==> src/adc_seq_regs.vh <==
// Register map, field positions and reset values of the channel sequencer
`ifndef ADC_SEQ_REGS_VH
`define ADC_SEQ_REGS_VH

// Register addresses (six-bit address field of the command byte)
`define ADDR_MODE        6'h10
`define ADDR_MASK        6'h11
`define ADDR_START       6'h12
`define ADDR_STATUS      6'h13

// Command byte fields
`define CMD_WRITE_BIT    7

// Start register fields
`define START_GO_BIT     7
`define START_LOAD_BIT   4
`define START_CA_MSB     3
`define START_CA_LSB     1
`define START_HALF_BIT   0

// Status register fields
`define STAT_INT_BIT     7
`define STAT_DONE_BIT    6
`define STAT_ACTIVE_BIT  5

// Mode register fields
`define MODE_SEL_MSB     1
`define MODE_8BIT_BIT    2
`define MODE_IDLE        2'h0
`define MODE_SINGLE      2'h1
`define MODE_SCAN        2'h2
`define MODE_CONT        2'h3

// Reset values
`define RST_MASK         8'h00
`define RST_MODE         8'h00
`define RST_BYTE         8'h00

`endif

==> src/adc_channel_sequencer_regs.v <==
// Channel sequencer: control registers, status, channel pointer, serial port
`timescale 1ns/1ps
`include "adc_seq_regs.vh"
module adc_channel_sequencer_regs (
    input  wire       clk_i,
    input  wire       srst_i,
    input  wire       clk_en_i,
    input  wire       spi_ce_i,
    input  wire       sck_i,
    input  wire       mosi_i,
    output wire       miso_o,
    output wire       miso_oe_o,
    input  wire       conv_done_i,
    input  wire [7:0] data_i,
    output reg        conv_start_o,
    output reg        conv_abort_o,
    output reg        conv_8bit_o,
    output reg  [2:0] mux_sel_o,
    output reg        byte_half_o,
    output reg  [7:0] chan_enable_o,
    output reg        data_rd_o,
    output reg  [3:0] data_addr_o,
    output reg        int_n_o
);
    ////////////////////////////////////////////////////////////////////
    // Control and status state
    reg  [7:0] mask_r;        // Channel enable mask
    reg  [7:0] mode_r;        // Mode select and resolution
    reg        go_r;          // Conversion go bit as written
    reg        load_r;        // Start address load bit as written
    reg  [2:0] ptr_r;         // Channel pointer
    reg        half_r;        // Byte-half of pointer
    reg        int_r;         // Interrupt flag
    reg        done_r;        // All-done flag
    reg        active_r;      // Conversion active flag
    reg        inhibit_r;     // No further conversions
    reg  [7:0] seen_r;        // Channels converted this frame
    reg        da_seen_r;     // Data access since start
    // Serial transaction state
    reg        cmd_r;         // Next byte is a command
    reg        wr_r;          // Transaction writes
    reg  [5:0] addr_r;        // Current register address
    reg        load_pend_r;   // Read byte to present
    reg        stat_pend_r;   // Status byte on the wire
    reg        rd_pend_r;     // Data byte on the wire
    reg  [7:0] tx_byte_r;     // Byte handed to the shifter
    reg        tx_load_r;     // Load strobe to the shifter
    // Shifter results
    wire       rx_valid;      // Byte received
    wire [7:0] rx_byte;       // Received byte
    wire       ce_fall;       // Chip enable dropped
    wire       ce_lvl;        // Chip enable synced level
    // Derived values
    wire [1:0] mode_sel;      // Conversion mode
    wire       eight_bit;     // Single byte results
    wire [2:0] next_ptr;      // Next enabled after pointer
    wire [7:0] seen_nxt;      // Frame set after this result
    wire       frame_full;    // Every enabled channel converted
    wire       byte_end;      // A read byte has finished
    wire       adv_chan;      // Read moves to next channel
    wire [7:0] status_live;   // Status register contents
    reg  [7:0] rd_mux;        // Read data of addressed register

    assign mode_sel   = mode_r[`MODE_SEL_MSB:0];
    assign eight_bit  = mode_r[`MODE_8BIT_BIT];
    assign seen_nxt   = seen_r | (8'h01 << ptr_r);
    assign frame_full = (mask_r != 8'h00) &&
                        ((seen_nxt & mask_r) == mask_r);
    assign byte_end   = (rx_valid && !cmd_r && !wr_r) || ce_fall;
    assign adv_chan   = eight_bit || half_r;
    assign next_ptr   = next_enabled(ptr_r, mask_r);
    // Unused bits held at zero
    assign status_live = {int_r, done_r, active_r, 1'b0,
                          ptr_r, 1'b0};

    ////////////////////////////////////////////////////////////////////
    // Next enabled channel above the pointer, wrapping
    function [2:0] next_enabled;
        input [2:0] cur;
        input [7:0] en;
        reg   [2:0] cand;
        reg         found;
        integer     k;
        begin
            next_enabled = cur;
            found        = 1'b0;
            for (k = 1; k < 9; k = k + 1) begin
                cand = cur + k[2:0];
                if (!found && en[cand]) begin
                    next_enabled = cand;
                    found        = 1'b1;
                end
            end
        end
    endfunction

    ////////////////////////////////////////////////////////////////////
    // Serial byte shifter
    spi_byte_port u_port (
        .clk_i      (clk_i),
        .srst_i     (srst_i),
        .clk_en_i   (clk_en_i),
        .sck_i      (sck_i),
        .mosi_i     (mosi_i),
        .ce_i       (spi_ce_i),
        .tx_load_i  (tx_load_r),
        .tx_byte_i  (tx_byte_r),
        .rx_valid_o (rx_valid),
        .rx_byte_o  (rx_byte),
        .ce_fall_o  (ce_fall),
        .ce_o       (ce_lvl),
        .miso_o     (miso_o),
        .miso_oe_o  (miso_oe_o)
    );

    ////////////////////////////////////////////////////////////////////
    // Read data selection by address
    always @* begin
        if (addr_r[5:4] == 2'h0) begin
            rd_mux = data_i;
        end else if (addr_r == `ADDR_MODE) begin
            rd_mux = mode_r;
        end else if (addr_r == `ADDR_MASK) begin
            rd_mux = mask_r;
        end else if (addr_r == `ADDR_START) begin
            // Unused bits read zero
            rd_mux = {go_r, 2'b00, load_r, ptr_r, half_r};
        end else if (addr_r == `ADDR_STATUS) begin
            rd_mux = status_live;
        end else begin
            rd_mux = 8'h00; // Unmapped reads zero
        end
    end

    ////////////////////////////////////////////////////////////////////
    // Registers, transactions and conversion sequencing; later wins
    always @(posedge clk_i) begin
        if (srst_i) begin
            mask_r        <= `RST_MASK;
            mode_r        <= `RST_MODE;
            go_r          <= 1'b0;
            load_r        <= 1'b0;
            ptr_r         <= 3'h0;
            half_r        <= 1'b0;
            int_r         <= 1'b0;
            done_r        <= 1'b0;
            active_r      <= 1'b0;
            inhibit_r     <= 1'b0;
            seen_r        <= 8'h00;
            da_seen_r     <= 1'b0;
            cmd_r         <= 1'b1;
            wr_r          <= 1'b0;
            addr_r        <= 6'h00;
            load_pend_r   <= 1'b0;
            stat_pend_r   <= 1'b0;
            rd_pend_r     <= 1'b0;
            tx_byte_r     <= `RST_BYTE;
            tx_load_r     <= 1'b0;
            conv_start_o  <= 1'b0;
            conv_abort_o  <= 1'b0;
            conv_8bit_o   <= 1'b0;
            mux_sel_o     <= 3'h0;
            byte_half_o   <= 1'b0;
            chan_enable_o <= `RST_MASK;
            data_rd_o     <= 1'b0;
            data_addr_o   <= 4'h0;
            int_n_o       <= 1'b1;
        end else if (clk_en_i) begin
            conv_start_o <= 1'b0;
            conv_abort_o <= 1'b0;
            data_rd_o    <= 1'b0;
            tx_load_r    <= 1'b0;
            // Chip enable high in command phase: tx_byte_r cleared, no load strobe to the shifter
            if (ce_lvl && cmd_r && !load_pend_r && rx_valid == 1'b0 &&
                !stat_pend_r && !rd_pend_r) begin
                tx_byte_r <= 8'h00;
            end
            // Finished read byte: apply held-back side effects
            if (byte_end) begin
                if (stat_pend_r) begin
                    int_r <= 1'b0;
                end
                if (rd_pend_r) begin
                    if (adv_chan) begin
                        ptr_r  <= next_ptr;
                        half_r <= 1'b0;
                        if (mode_sel == `MODE_SINGLE && !inhibit_r) begin
                            conv_start_o <= 1'b1;
                            active_r     <= 1'b1;
                        end
                    end else begin
                        half_r <= 1'b1;
                    end
                end
                stat_pend_r <= 1'b0;
                rd_pend_r   <= 1'b0;
            end
            if (ce_fall) begin
                cmd_r       <= 1'b1;
                load_pend_r <= 1'b0;
            end else if (rx_valid && cmd_r) begin
                // Command byte: direction and address
                cmd_r       <= 1'b0;
                wr_r        <= rx_byte[`CMD_WRITE_BIT];
                addr_r      <= rx_byte[5:0];
                load_pend_r <= ~rx_byte[`CMD_WRITE_BIT];
            end else if (rx_valid && wr_r) begin
                // Register write
                if (addr_r == `ADDR_MODE || addr_r == `ADDR_MASK) begin
                    if (addr_r == `ADDR_MODE) begin
                        mode_r <= rx_byte;
                    end else begin
                        mask_r <= rx_byte;
                    end
                    int_r        <= 1'b0;
                    done_r       <= 1'b0;
                    active_r     <= 1'b0;
                    conv_abort_o <= active_r;
                    seen_r       <= 8'h00;
                end else if (addr_r == `ADDR_START) begin
                    go_r   <= rx_byte[`START_GO_BIT];
                    load_r <= rx_byte[`START_LOAD_BIT];
                    if (rx_byte[`START_LOAD_BIT]) begin
                        // Pointer and half loaded once
                        ptr_r  <= rx_byte[`START_CA_MSB:`START_CA_LSB];
                        half_r <= rx_byte[`START_HALF_BIT];
                    end
                    if (rx_byte[`START_GO_BIT] ||
                        rx_byte[`START_LOAD_BIT]) begin
                        conv_abort_o <= active_r;
                        active_r     <= 1'b0;
                        inhibit_r    <= 1'b0;
                    end else begin
                        // Current conversion runs out
                        inhibit_r <= 1'b1;
                    end
                    if (rx_byte[`START_GO_BIT] &&
                        mode_r[`MODE_SEL_MSB:0] != `MODE_IDLE) begin
                        conv_start_o <= 1'b1;
                        active_r     <= 1'b1;
                        seen_r       <= 8'h00;
                        da_seen_r    <= 1'b0;
                    end
                end
                if (addr_r != `ADDR_STATUS) begin
                    addr_r <= addr_r + 6'h01;
                end
            end else if (rx_valid) begin
                // Read burst: status stays, data follows pointer
                if (addr_r == `ADDR_STATUS) begin
                    addr_r <= addr_r;
                end else if (addr_r[5:4] == 2'h0) begin
                    addr_r <= adv_chan ? {2'h0, next_ptr, 1'b0}
                                       : {2'h0, ptr_r, 1'b1};
                end else begin
                    addr_r <= addr_r + 6'h01;
                end
                load_pend_r <= 1'b1;
            end
            // Present a read byte; status is a frozen snapshot
            if (load_pend_r && !ce_fall && !rx_valid) begin
                load_pend_r <= 1'b0;
                tx_load_r   <= 1'b1;
                tx_byte_r   <= rd_mux;
                if (addr_r == `ADDR_STATUS) begin
                    stat_pend_r <= 1'b1;
                end else if (addr_r[5:4] == 2'h0) begin
                    // Data access loads pointer and aborts
                    ptr_r        <= addr_r[3:1];
                    half_r       <= addr_r[0];
                    conv_abort_o <= active_r;
                    active_r     <= 1'b0;
                    done_r       <= 1'b0;
                    da_seen_r    <= 1'b1;
                    rd_pend_r    <= 1'b1;
                    data_rd_o    <= 1'b1;
                end
            end
            // Conversion finished: flags set last so sets win
            if (conv_done_i && active_r) begin
                active_r <= 1'b0;
                ptr_r    <= next_ptr;
                half_r   <= 1'b0;
                seen_r   <= frame_full ? 8'h00 : seen_nxt;
                case (mode_sel)
                    `MODE_SINGLE: begin
                        int_r <= 1'b1;
                        if (frame_full && !da_seen_r) begin
                            done_r <= 1'b1;
                        end
                    end
                    `MODE_SCAN: begin
                        if (frame_full) begin
                            int_r  <= 1'b1;
                            done_r <= 1'b1;
                        end else if (!inhibit_r) begin
                            conv_start_o <= 1'b1;
                            active_r     <= 1'b1;
                        end
                    end
                    `MODE_CONT: begin
                        if (frame_full) begin
                            done_r <= 1'b1;
                        end
                        if (!inhibit_r) begin
                            conv_start_o <= 1'b1;
                            active_r     <= 1'b1;
                        end
                    end
                    default: begin
                        active_r <= 1'b0;
                    end
                endcase
            end
            // Output mirrors
            conv_8bit_o   <= eight_bit;
            mux_sel_o     <= ptr_r;
            byte_half_o   <= half_r;
            chan_enable_o <= mask_r;
            data_addr_o   <= addr_r[3:0];
            int_n_o       <= ~int_r;
        end
    end
endmodule

==> src/spi_byte_port.v <==
// Serial slave byte shifter: pin synchronisers, bit count, byte framing
`timescale 1ns/1ps
module spi_byte_port (
    input  wire       clk_i,
    input  wire       srst_i,
    input  wire       clk_en_i,
    input  wire       sck_i,
    input  wire       mosi_i,
    input  wire       ce_i,
    input  wire       tx_load_i,
    input  wire [7:0] tx_byte_i,
    output reg        rx_valid_o,
    output reg  [7:0] rx_byte_o,
    output reg        ce_fall_o,
    output reg        ce_o,
    output reg        miso_o,
    output reg        miso_oe_o
);
    ////////////////////////////////////////////////////////////////////
    reg  [2:0] sck_sync_r;   // Two sync stages plus edge history
    reg  [1:0] mosi_sync_r;  // Two sync stages
    reg  [1:0] ce_sync_r;    // Two sync stages
    reg  [2:0] bit_cnt_r;    // Rising edges within the byte
    reg  [6:0] rx_sh_r;      // Bits received so far
    reg  [6:0] tx_sh_r;      // Bits still to send
    wire       sck_rise;     // Clock rising, sample side
    wire       sck_fall;     // Clock falling, drive side

    assign sck_rise = sck_sync_r[1] & ~sck_sync_r[2];
    assign sck_fall = ~sck_sync_r[1] & sck_sync_r[2];

    ////////////////////////////////////////////////////////////////////
    // Synchronisers; first stage feeds only the second
    always @(posedge clk_i) begin
        if (srst_i) begin
            sck_sync_r  <= 3'h0;
            mosi_sync_r <= 2'h0;
            ce_sync_r   <= 2'h0;
        end else if (clk_en_i) begin
            sck_sync_r  <= {sck_sync_r[1:0], sck_i};
            mosi_sync_r <= {mosi_sync_r[0], mosi_i};
            ce_sync_r   <= {ce_sync_r[0], ce_i};
        end
    end

    ////////////////////////////////////////////////////////////////////
    // Shift in on rising, out on falling; msb first both ways
    always @(posedge clk_i) begin
        if (srst_i) begin
            bit_cnt_r  <= 3'h0;
            rx_sh_r    <= 7'h00;
            tx_sh_r    <= 7'h00;
            rx_valid_o <= 1'b0;
            rx_byte_o  <= 8'h00;
            ce_fall_o  <= 1'b0;
            ce_o       <= 1'b0;
            miso_o     <= 1'b0;
            miso_oe_o  <= 1'b0;
        end else if (clk_en_i) begin
            rx_valid_o <= 1'b0;
            ce_o       <= ce_sync_r[1];
            ce_fall_o  <= ce_o & ~ce_sync_r[1];
            miso_oe_o  <= ce_sync_r[1];
            if (!ce_sync_r[1]) begin
                // Deselected: restart framing
                bit_cnt_r <= 3'h0;
            end else if (sck_rise) begin
                bit_cnt_r <= bit_cnt_r + 3'h1;
                rx_sh_r   <= {rx_sh_r[5:0], mosi_sync_r[1]};
                if (bit_cnt_r == 3'h7) begin
                    rx_valid_o <= 1'b1;
                    rx_byte_o  <= {rx_sh_r, mosi_sync_r[1]};
                end
            end else if (sck_fall && bit_cnt_r != 3'h0) begin
                // Skip the falling edge that ends a byte
                miso_o  <= tx_sh_r[6];
                tx_sh_r <= {tx_sh_r[5:0], 1'b0};
            end
            if (tx_load_i) begin
                // New byte: msb out at once
                miso_o  <= tx_byte_i[7];
                tx_sh_r <= tx_byte_i[6:0];
            end
        end
    end
endmodule

==> config.mk <==
export PLATFORM = sky130hd
export DESIGN_NAME = adc_channel_sequencer_regs
export DESIGN_NICKNAME = d
export VERILOG_FILES = /design/src/adc_channel_sequencer_regs.v /design/src/spi_byte_port.v
export VERILOG_INCLUDE_DIRS = /design/src /design/src/src
export SDC_FILE = /design/constraint.sdc
export NUM_CORES = 1
export LEC_CHECK = 0
export ABC_CLOCK_PERIOD_IN_PS = 5100
export BUFFER_PORTS_ARGS = -buffer_cell sky130_fd_sc_hd__buf_2
export CAP_MARGIN = 10
export CELL_PAD_IN_SITES_DETAIL_PLACEMENT = 1
export CELL_PAD_IN_SITES_GLOBAL_PLACEMENT = 1
export CORE_UTILIZATION = 46
export DETAILED_ROUTE_END_ITERATION = 7
export GPL_ROUTABILITY_DRIVEN = 0
export HOLD_SLACK_MARGIN = 0.1
export PLACE_DENSITY = 0.86
export SLEW_MARGIN = 25
export SYNTH_ARGS = -nofsm -noshare
export SYNTH_HDL_FRONTEND = slang
export SYNTH_SLANG_ARGS = --single-unit
export TNS_END_PERCENT = 100
==> constraint.sdc <==
create_clock -name clk_i -period 5.1 [get_ports clk_i]
set_clock_uncertainty 0.15 [all_clocks]
set_input_delay 1.02 -clock clk_i [delete_from_list [all_inputs] [get_ports clk_i]]
set_output_delay 1.02 -clock clk_i [all_outputs]
set_load 0.05 [all_outputs]
==> reports/results.txt, run 1 <==
Total routed wirelength -> 18820 µm
Primary FF master, synth -> dfxtp_1
Final Hold Vio Count -> 0
Vias in the first global route -> 5767
DRT iter0 DRCs -> 434
Peak supply drop -> 0.0003502 V
Reg-to-reg endpoint -> ptr_r[1]$_SDFFE_PP0P_
Largest net degree at the start of global routing -> 77
Root buffer cell -> clkbuf_16
DP HPWL -> 12800 µm
Initial Util -> 47.86%
CTS tree -> done
Syn avg cell area -> 8.097 µm²
Cell depth of the worst hold path -> 2
Seq/Total Area, Yosys -> 36.68%
Fmax -> 264.8 MHz
Hold crit path type -> flop to flop
Port Buffers -> 37
Synth Instances -> 755
Hold_buf cts -> 0
Die X -> 117.3 µm
Final max-slew violation count -> 0
Pleak -> 2.585 nW
GRT met2 Usage -> 48.20%
Rows -> 41
Layout cells sized above 1 -> 10.95%
Post-synthesis net count -> 788
Die outline height -> 117.3 µm
Critical Path Fanout Max -> 15
Critical Path AT -> 3.90 ns
Reg2Reg Launch Point -> ptr_r[1]$_SDFFE_PP0P_
Fin crit share -> 74.05%
Worst-Margin Slew -> 0.9231 ns
M3 GR Usage -> 5.870%
Initial antenna violation count -> 0
Met1 GRT Util -> 36.55%
Worst reg2reg setup slack -> 1.32 ns
CTS max path bufs -> 2
Setup bufs post-CTS -> 0
TritonCTS Buffers -> 9
Worst-path clk slew -> 0.08 ns
Vias post-DR -> 5758
Residual DRC -> 0
Pre-Repair DR Iteration Count -> 4
# diodes -> 0
Setup TNS -> 0 ns
CTS resizes -> 0
Post-synthesis cell area -> 6113 µm²
Commonest non-fill, non-tap cells in the layout -> 115 x nor2_1, 112 x dfxtp_1, 91 x nand2_1
PD cells -> 255.4 nW/µm²
Vias per Instance -> 6.191
Post-synth EDFFs -> 0
Most used routing layer -> met2
Die area -> 13750 µm²
Fin area -> 6670 µm²
Ys async rst share -> 0%
Status -> complete, no violations
Yosys warning count -> 0
GRT Total Usage -> 28.82%
Crit. End Element -> flop
DRT antenna net count -> 0
# setup viols final -> 0
Clock period minus worst slack -> 3.776 ns
Commonest non-fill, non-tap cell in the layout -> nor2_1
Total gr overflow -> 0
Synth cell types -> 59
Max-cap violations -> 0
Max_slew headroom -> 38.05%
Skew-Pair Late Insertion Delay -> 0.36 ns
Unrepaired setup endpoints after global routing -> no
Drt wl/cell -> 20.24 µm
WS Path Type -> flop to flop
Min-delay src -> u_port.rx_sh_r[6]$_SDFFE_PP0P_
CORE AREA -> 12770 µm²
Placed instance area -> 6360 µm²
Clock Sinks -> 112
R2R cell count -> 9
H-tree depth -> 3
I/O pin cnt -> 38
Data required time at the worst endpoint -> 5.23 ns
Tot Pwr -> 0.001704 W
Yosys reg bits -> 112
WHS Endpoint -> u_port.rx_sh_r[6]$_SDFFE_PP0P_
Global-route wire length before repair -> 30100 µm
Setup crit start kind -> flop
P&R area growth vs syn -> 9.108%
Final nets -> 787
==> registers in the layout (all words and copies together), names as in the netlist, 2 cells and up <==
signal	flops
u_port.ce_sync_r	2
data_addr_o	4
addr_r	6
u_port.tx_sh_r	7
chan_enable_o	8
mux_sel_o	3
mode_r	8
ptr_r	3
u_port.mosi_sync_r	2
tx_byte_r	8
seen_r	8
u_port.bit_cnt_r	3
u_port.sck_sync_r	3
u_port.rx_sh_r	7
mask_r	8
u_port.rx_byte_o	8
==> cells in the mapped netlist (5+ instances only) <==
| library cell | instances | area [µm²] |
|---|---|---|
| a211oi_1 | 7 | 52.55 |
| a21o_1 | 5 | 37.54 |
| a21oi_1 | 74 | 370.4 |
| a22o_1 | 8 | 70.07 |
| a22oi_1 | 11 | 82.58 |
| a31oi_1 | 5 | 31.28 |
| clkbuf_1 | 54 | 202.7 |
| dfxtp_1 | 112 | 2242 |
| ha_1 | 18 | 225.2 |
| inv_1 | 13 | 48.80 |
| mux2_2 | 7 | 78.83 |
| mux2i_1 | 57 | 570.6 |
| mux4_2 | 8 | 180.2 |
| nand2_1 | 91 | 341.6 |
| nand2b_1 | 6 | 37.54 |
| nand3_1 | 23 | 115.1 |
| nor2_1 | 115 | 431.7 |
| nor2b_1 | 8 | 50.05 |
| nor3_1 | 14 | 70.07 |
| nor3b_1 | 9 | 67.56 |
| o211ai_1 | 6 | 45.04 |
| o21ai_0 | 32 | 160.2 |
==> per-stage QoR <==
| step | instances | worst slack [ns] | util [%] | hold slack [ns] |
|---|---|---|---|---|
| 4_1_cts | 930 | 1.371 | 52.18 | 0.3104 |
| 5_1_grt | 930 | 1.179 | 52.22 | 0.3400 |
| 2_1_floorplan | 755 | 1.340 | - | 0.2866 |
| 6_report | 930 | 1.324 | 52.22 | 0.3122 |
| 3_3_place_gp | 915 | 1.621 | 49.79 | 0.2919 |
| 3_5_place_dp | 915 | 1.401 | 49.79 | 0.3001 |
==> worst max-delay path, cell delays in order, from the launching register on <==
cell      delay (ns)
dfxtp_1         0.33
inv_1           0.15
ha_1            0.75
mux2_2          0.42
mux4_2          0.58
nor4b_4         0.45
and3_1          0.32
o21bai_1        0.10
a21o_1          0.22
a221oi_2        0.23
==> cell families after synthesis <==
family | synth area share (%)
fa+ha+maj | 3.684
flops | 36.68
simple gates | 21.53
compound gates | 19.28
xor+xnor | 0.4299
buf+inv | 4.585
mux | 13.81
==> worst max-delay path by stage <==
stage	from	to	slack, ns	depth (start not counted)
detailed placement	ptr_r[1]$_SDFFE_PP0P_	ptr_r[1]$_SDFFE_PP0P_	1.40	9
global route	ptr_r[1]$_SDFFE_PP0P_	ptr_r[1]$_SDFFE_PP0P_	1.18	9
global placement	ptr_r[1]$_SDFFE_PP0P_	ptr_r[1]$_SDFFE_PP0P_	1.62	9
CTS	ptr_r[1]$_SDFFE_PP0P_	ptr_r[1]$_SDFFE_PP0P_	1.37	9
floorplan	ptr_r[0]$_SDFFE_PP0P_	ptr_r[1]$_SDFFE_PP0P_	1.34	13
finish	ptr_r[1]$_SDFFE_PP0P_	ptr_r[1]$_SDFFE_PP0P_	1.32	9
==> layer usage <==
| metal | vias up | part of all wire [%] |
|---|---|---|
| li1 | 2665 | - |
| met1 | 2866 | 43 |
| met2 | 186 | 49 |
| met3 | 41 | 5.9 |
| met4 | 0 | 2.7 |
| met5 | - | 0 |
==> power by group <==
group | leakage, nW | internal (W) | switching [W]
Sequential | 0.903 | 0.000878 | 0.00000279
Combinational | 1.54 | 0.0000281 | 0.0000553
Clock | 0.147 | 0.000397 | 0.000342
==> layout make-up <==
| cell class | count | area (µm²) |
|---|---|---|
| Clock buffer | 10 | 239.0 |
| Clock inverter | 5 | 66.31 |
| Fill cell | 1562 | 6103 |
| Inverter | 13 | 48.80 |
| Multi-Input combinational cell | 571 | 3596 |
| Sequential cell | 112 | 2242 |
| Tap cell | 172 | 215.2 |
| Timing Repair Buffer | 47 | 262.8 |
Power figures use the tool's default switching activity.
==> run 2, diff against run 1 <==
--- a/config.mk
+++ b/config.mk
@@ -6,7 +6,7 @@
 export SDC_FILE = /design/constraint.sdc
 export NUM_CORES = 1
 export LEC_CHECK = 0
-export ABC_CLOCK_PERIOD_IN_PS = 5100
+export ABC_CLOCK_PERIOD_IN_PS = 3700
 export BUFFER_PORTS_ARGS = -buffer_cell sky130_fd_sc_hd__buf_2
 export CAP_MARGIN = 10
 export CELL_PAD_IN_SITES_DETAIL_PLACEMENT = 1
==> constraint.sdc (replaced) <==
create_clock -name clk_i -period 3.7 [get_ports clk_i]
set_clock_uncertainty 0.15 [all_clocks]
set_input_delay 0.74 -clock clk_i [delete_from_list [all_inputs] [get_ports clk_i]]
set_output_delay 0.74 -clock clk_i [all_outputs]
set_load 0.05 [all_outputs]
==> run 2 against run 1 <==
Setup slack got worse by 1.1 ns; register-to-register slack got worse by 1.1 ns; combinational power increased by 40%; clock power increased by 50%; critical path depth increased by 1; core utilization increased by 0.67 points; power increased by 43%; hold slack improved by 0.013 ns; sequential cell count unchanged; critical path type unchanged; largest power group unchanged.
==> reports/results.txt, run 2 (synthesis gave the netlist of run 1 again) <==
Max-cap violations -> 0
Commonest non-fill, non-tap cells in the layout -> 115 x nor2_1, 112 x dfxtp_1, 91 x nand2_1
# setup viols final -> 0
Psw -> 0.0005653 W
Initial antenna violation count -> 0
Crit path from -> ptr_r[1]$_SDFFE_PP0P_
Peak supply drop -> 0.0002689 V
H-tree depth -> 3
Sw Share -> 23.21%
Setup ws final -> 0.2208 ns
Hold crit path type -> flop to flop
Pre-Repair DR Iteration Count -> 5
Fin crit share -> 94.03%
Worst reg2reg setup slack -> 0.22 ns
Global-route wire length before repair -> 31220 µm
Total gr overflow -> 0
Unrepaired setup endpoints after global routing -> no
Initial Util -> 47.86%
R2R cell count -> 10
Critical Path Fanout Max -> 9
Clock Sinks -> 112
Pleak -> 2.642 nW
Reg2Reg Launch Point -> ptr_r[1]$_SDFFE_PP0P_
WS Path Type -> flop to flop
Largest net degree at the start of global routing -> 74
DRT iter0 DRCs -> 403
CTS tree -> done
Status -> complete, no violations
Commonest non-fill, non-tap cell in the layout -> nor2_1
Vias in the first global route -> 5963
Die X -> 117.3 µm
Port Buffers -> 37
Rows -> 41
Die outline height -> 117.3 µm
Combinational share of power -> 4.8%
Skew-Pair Late Insertion Delay -> 0.37 ns
Max_slew headroom -> 33.46%
Cell-internal power -> 0.001870 W
Fmax -> 287.4 MHz
# diodes -> 0
Final core occ -> 52.88%
Setup TNS -> 0 ns
Die area -> 13750 µm²
Worst-Margin Slew -> 0.9956 ns
Pre-CTS WS -> 0.2877 ns
Root buffer cell -> clkbuf_16
Setup crit end -> ptr_r[1]$_SDFFE_PP0P_
CTS max path bufs -> 2
GRT Total Usage -> 29.81%
Layout cells sized above 1 -> 11.85%
Final nets -> 796
PD cells -> 360.5 nW/µm²
DRT antenna net count -> 0
Data required time at the worst endpoint -> 3.82 ns
CORE AREA -> 12770 µm²
Hold slack -> 0.3255 ns
Worst-path clk slew -> 0.07 ns
Share of power burned in registers -> 49.8%
Setup crit start kind -> flop
Setup bufs post-CTS -> 0
Vias post-DR -> 5902
Clock power share -> 45.4%
Final Hold Vio Count -> 0
Hold_buf cts -> 0
I/O pin cnt -> 38
Clock period minus worst slack -> 3.479 ns
DP HPWL -> 13270 µm
Drt wl/cell -> 20.72 µm
Total routed wirelength -> 19480 µm
Final max-slew violation count -> 0
Vias per Instance -> 6.279
Residual DRC -> 0
Tot Pwr -> 0.002435 W
Crit. End Element -> flop
P&R area growth vs syn -> 10.50%
TritonCTS Buffers -> 9
Reg-to-reg endpoint -> ptr_r[1]$_SDFFE_PP0P_
Critical Path AT -> 3.60 ns
CTS resizes -> 0
-- run 2: changes by cell type in the layout (fill, tap and decap cells not counted) --
cell,change
bufinv_16,+1
nor3_1,+1
clkinvlp_4,-1
clkbuf_1,+1
inv_6,+1
clkinv_4,-2
buf_4,+9
clkinv_2,+1
nor3_2,-1
-- run 2: power groups by stage --
stage	Clock [W]	Combinational [W]	Sequential [W]
after floorplan	0	0.0000784	0.00125
after global placement	0	0.000111	0.00124
after detailed placement	0	0.000115	0.00124
after CTS	0.00112	0.000116	0.00121
after global routing	0.00116	0.000124	0.00121
final	0.00111	0.000117	0.00121
-- run 2: area by class of cell --
type / instances / area [µm²]
flip-flops and latches: 112 / 2242
fillers: 1566 / 6018
multi-input cells: 571 / 3591
inverters: 13 / 48.80
repair buffers: 56 / 330.3
clock inverters: 5 / 85.08
well taps: 172 / 215.2
clock buffers: 11 / 242.7
-- run 2: per-stage QoR --
stage | cell area, µm² | std cells
global placement | 6427 | 924
CTS | 6755 | 940
detailed placement | 6427 | 924
floorplan | 6115 | 755
finish | 6755 | 940
global route | 6755 | 940
-- run 2: worst max-delay path: stages (launching register included) --
cell and delay (ns):
dfxtp_1 0.33, inv_1 0.07, ha_1 0.55, buf_4 0.24, mux4_2 0.37, mux2_2 0.35, nor4b_4 0.48, and3_1 0.32
o21bai_1 0.09, a21o_1 0.21, a221oi_2 0.21
-- run 2: how the worst min path moves through the flow --
stage | start | end | cells after the start
finish | u_port.rx_sh_r[1]$_SDFFE_PP0P_ | u_port.rx_sh_r[2]$_SDFFE_PP0P_ | 2
global route | u_port.rx_sh_r[0]$_SDFFE_PP0P_ | u_port.rx_sh_r[1]$_SDFFE_PP0P_ | 2
CTS | go_r$_SDFFE_PP0P_ | go_r$_SDFFE_PP0P_ | 2
detailed placement | go_r$_SDFFE_PP0P_ | go_r$_SDFFE_PP0P_ | 2
global placement | load_r$_SDFFE_PP0P_ | load_r$_SDFFE_PP0P_ | 2
floorplan | u_port.rx_sh_r[6]$_SDFFE_PP0P_ | u_port.rx_sh_r[6]$_SDFFE_PP0P_ | 2
-- run 2: layer usage --
layer / vias up / part of all wire [%] / GRT usage [%]
li1: 2686 / - / -
met1: 2926 / 43 / 37.90
met2: 233 / 48 / 48.47
met3: 57 / 6.3 / 5.510
met4: 0 / 3.2 / 15.02
met5: - / 0 / 0
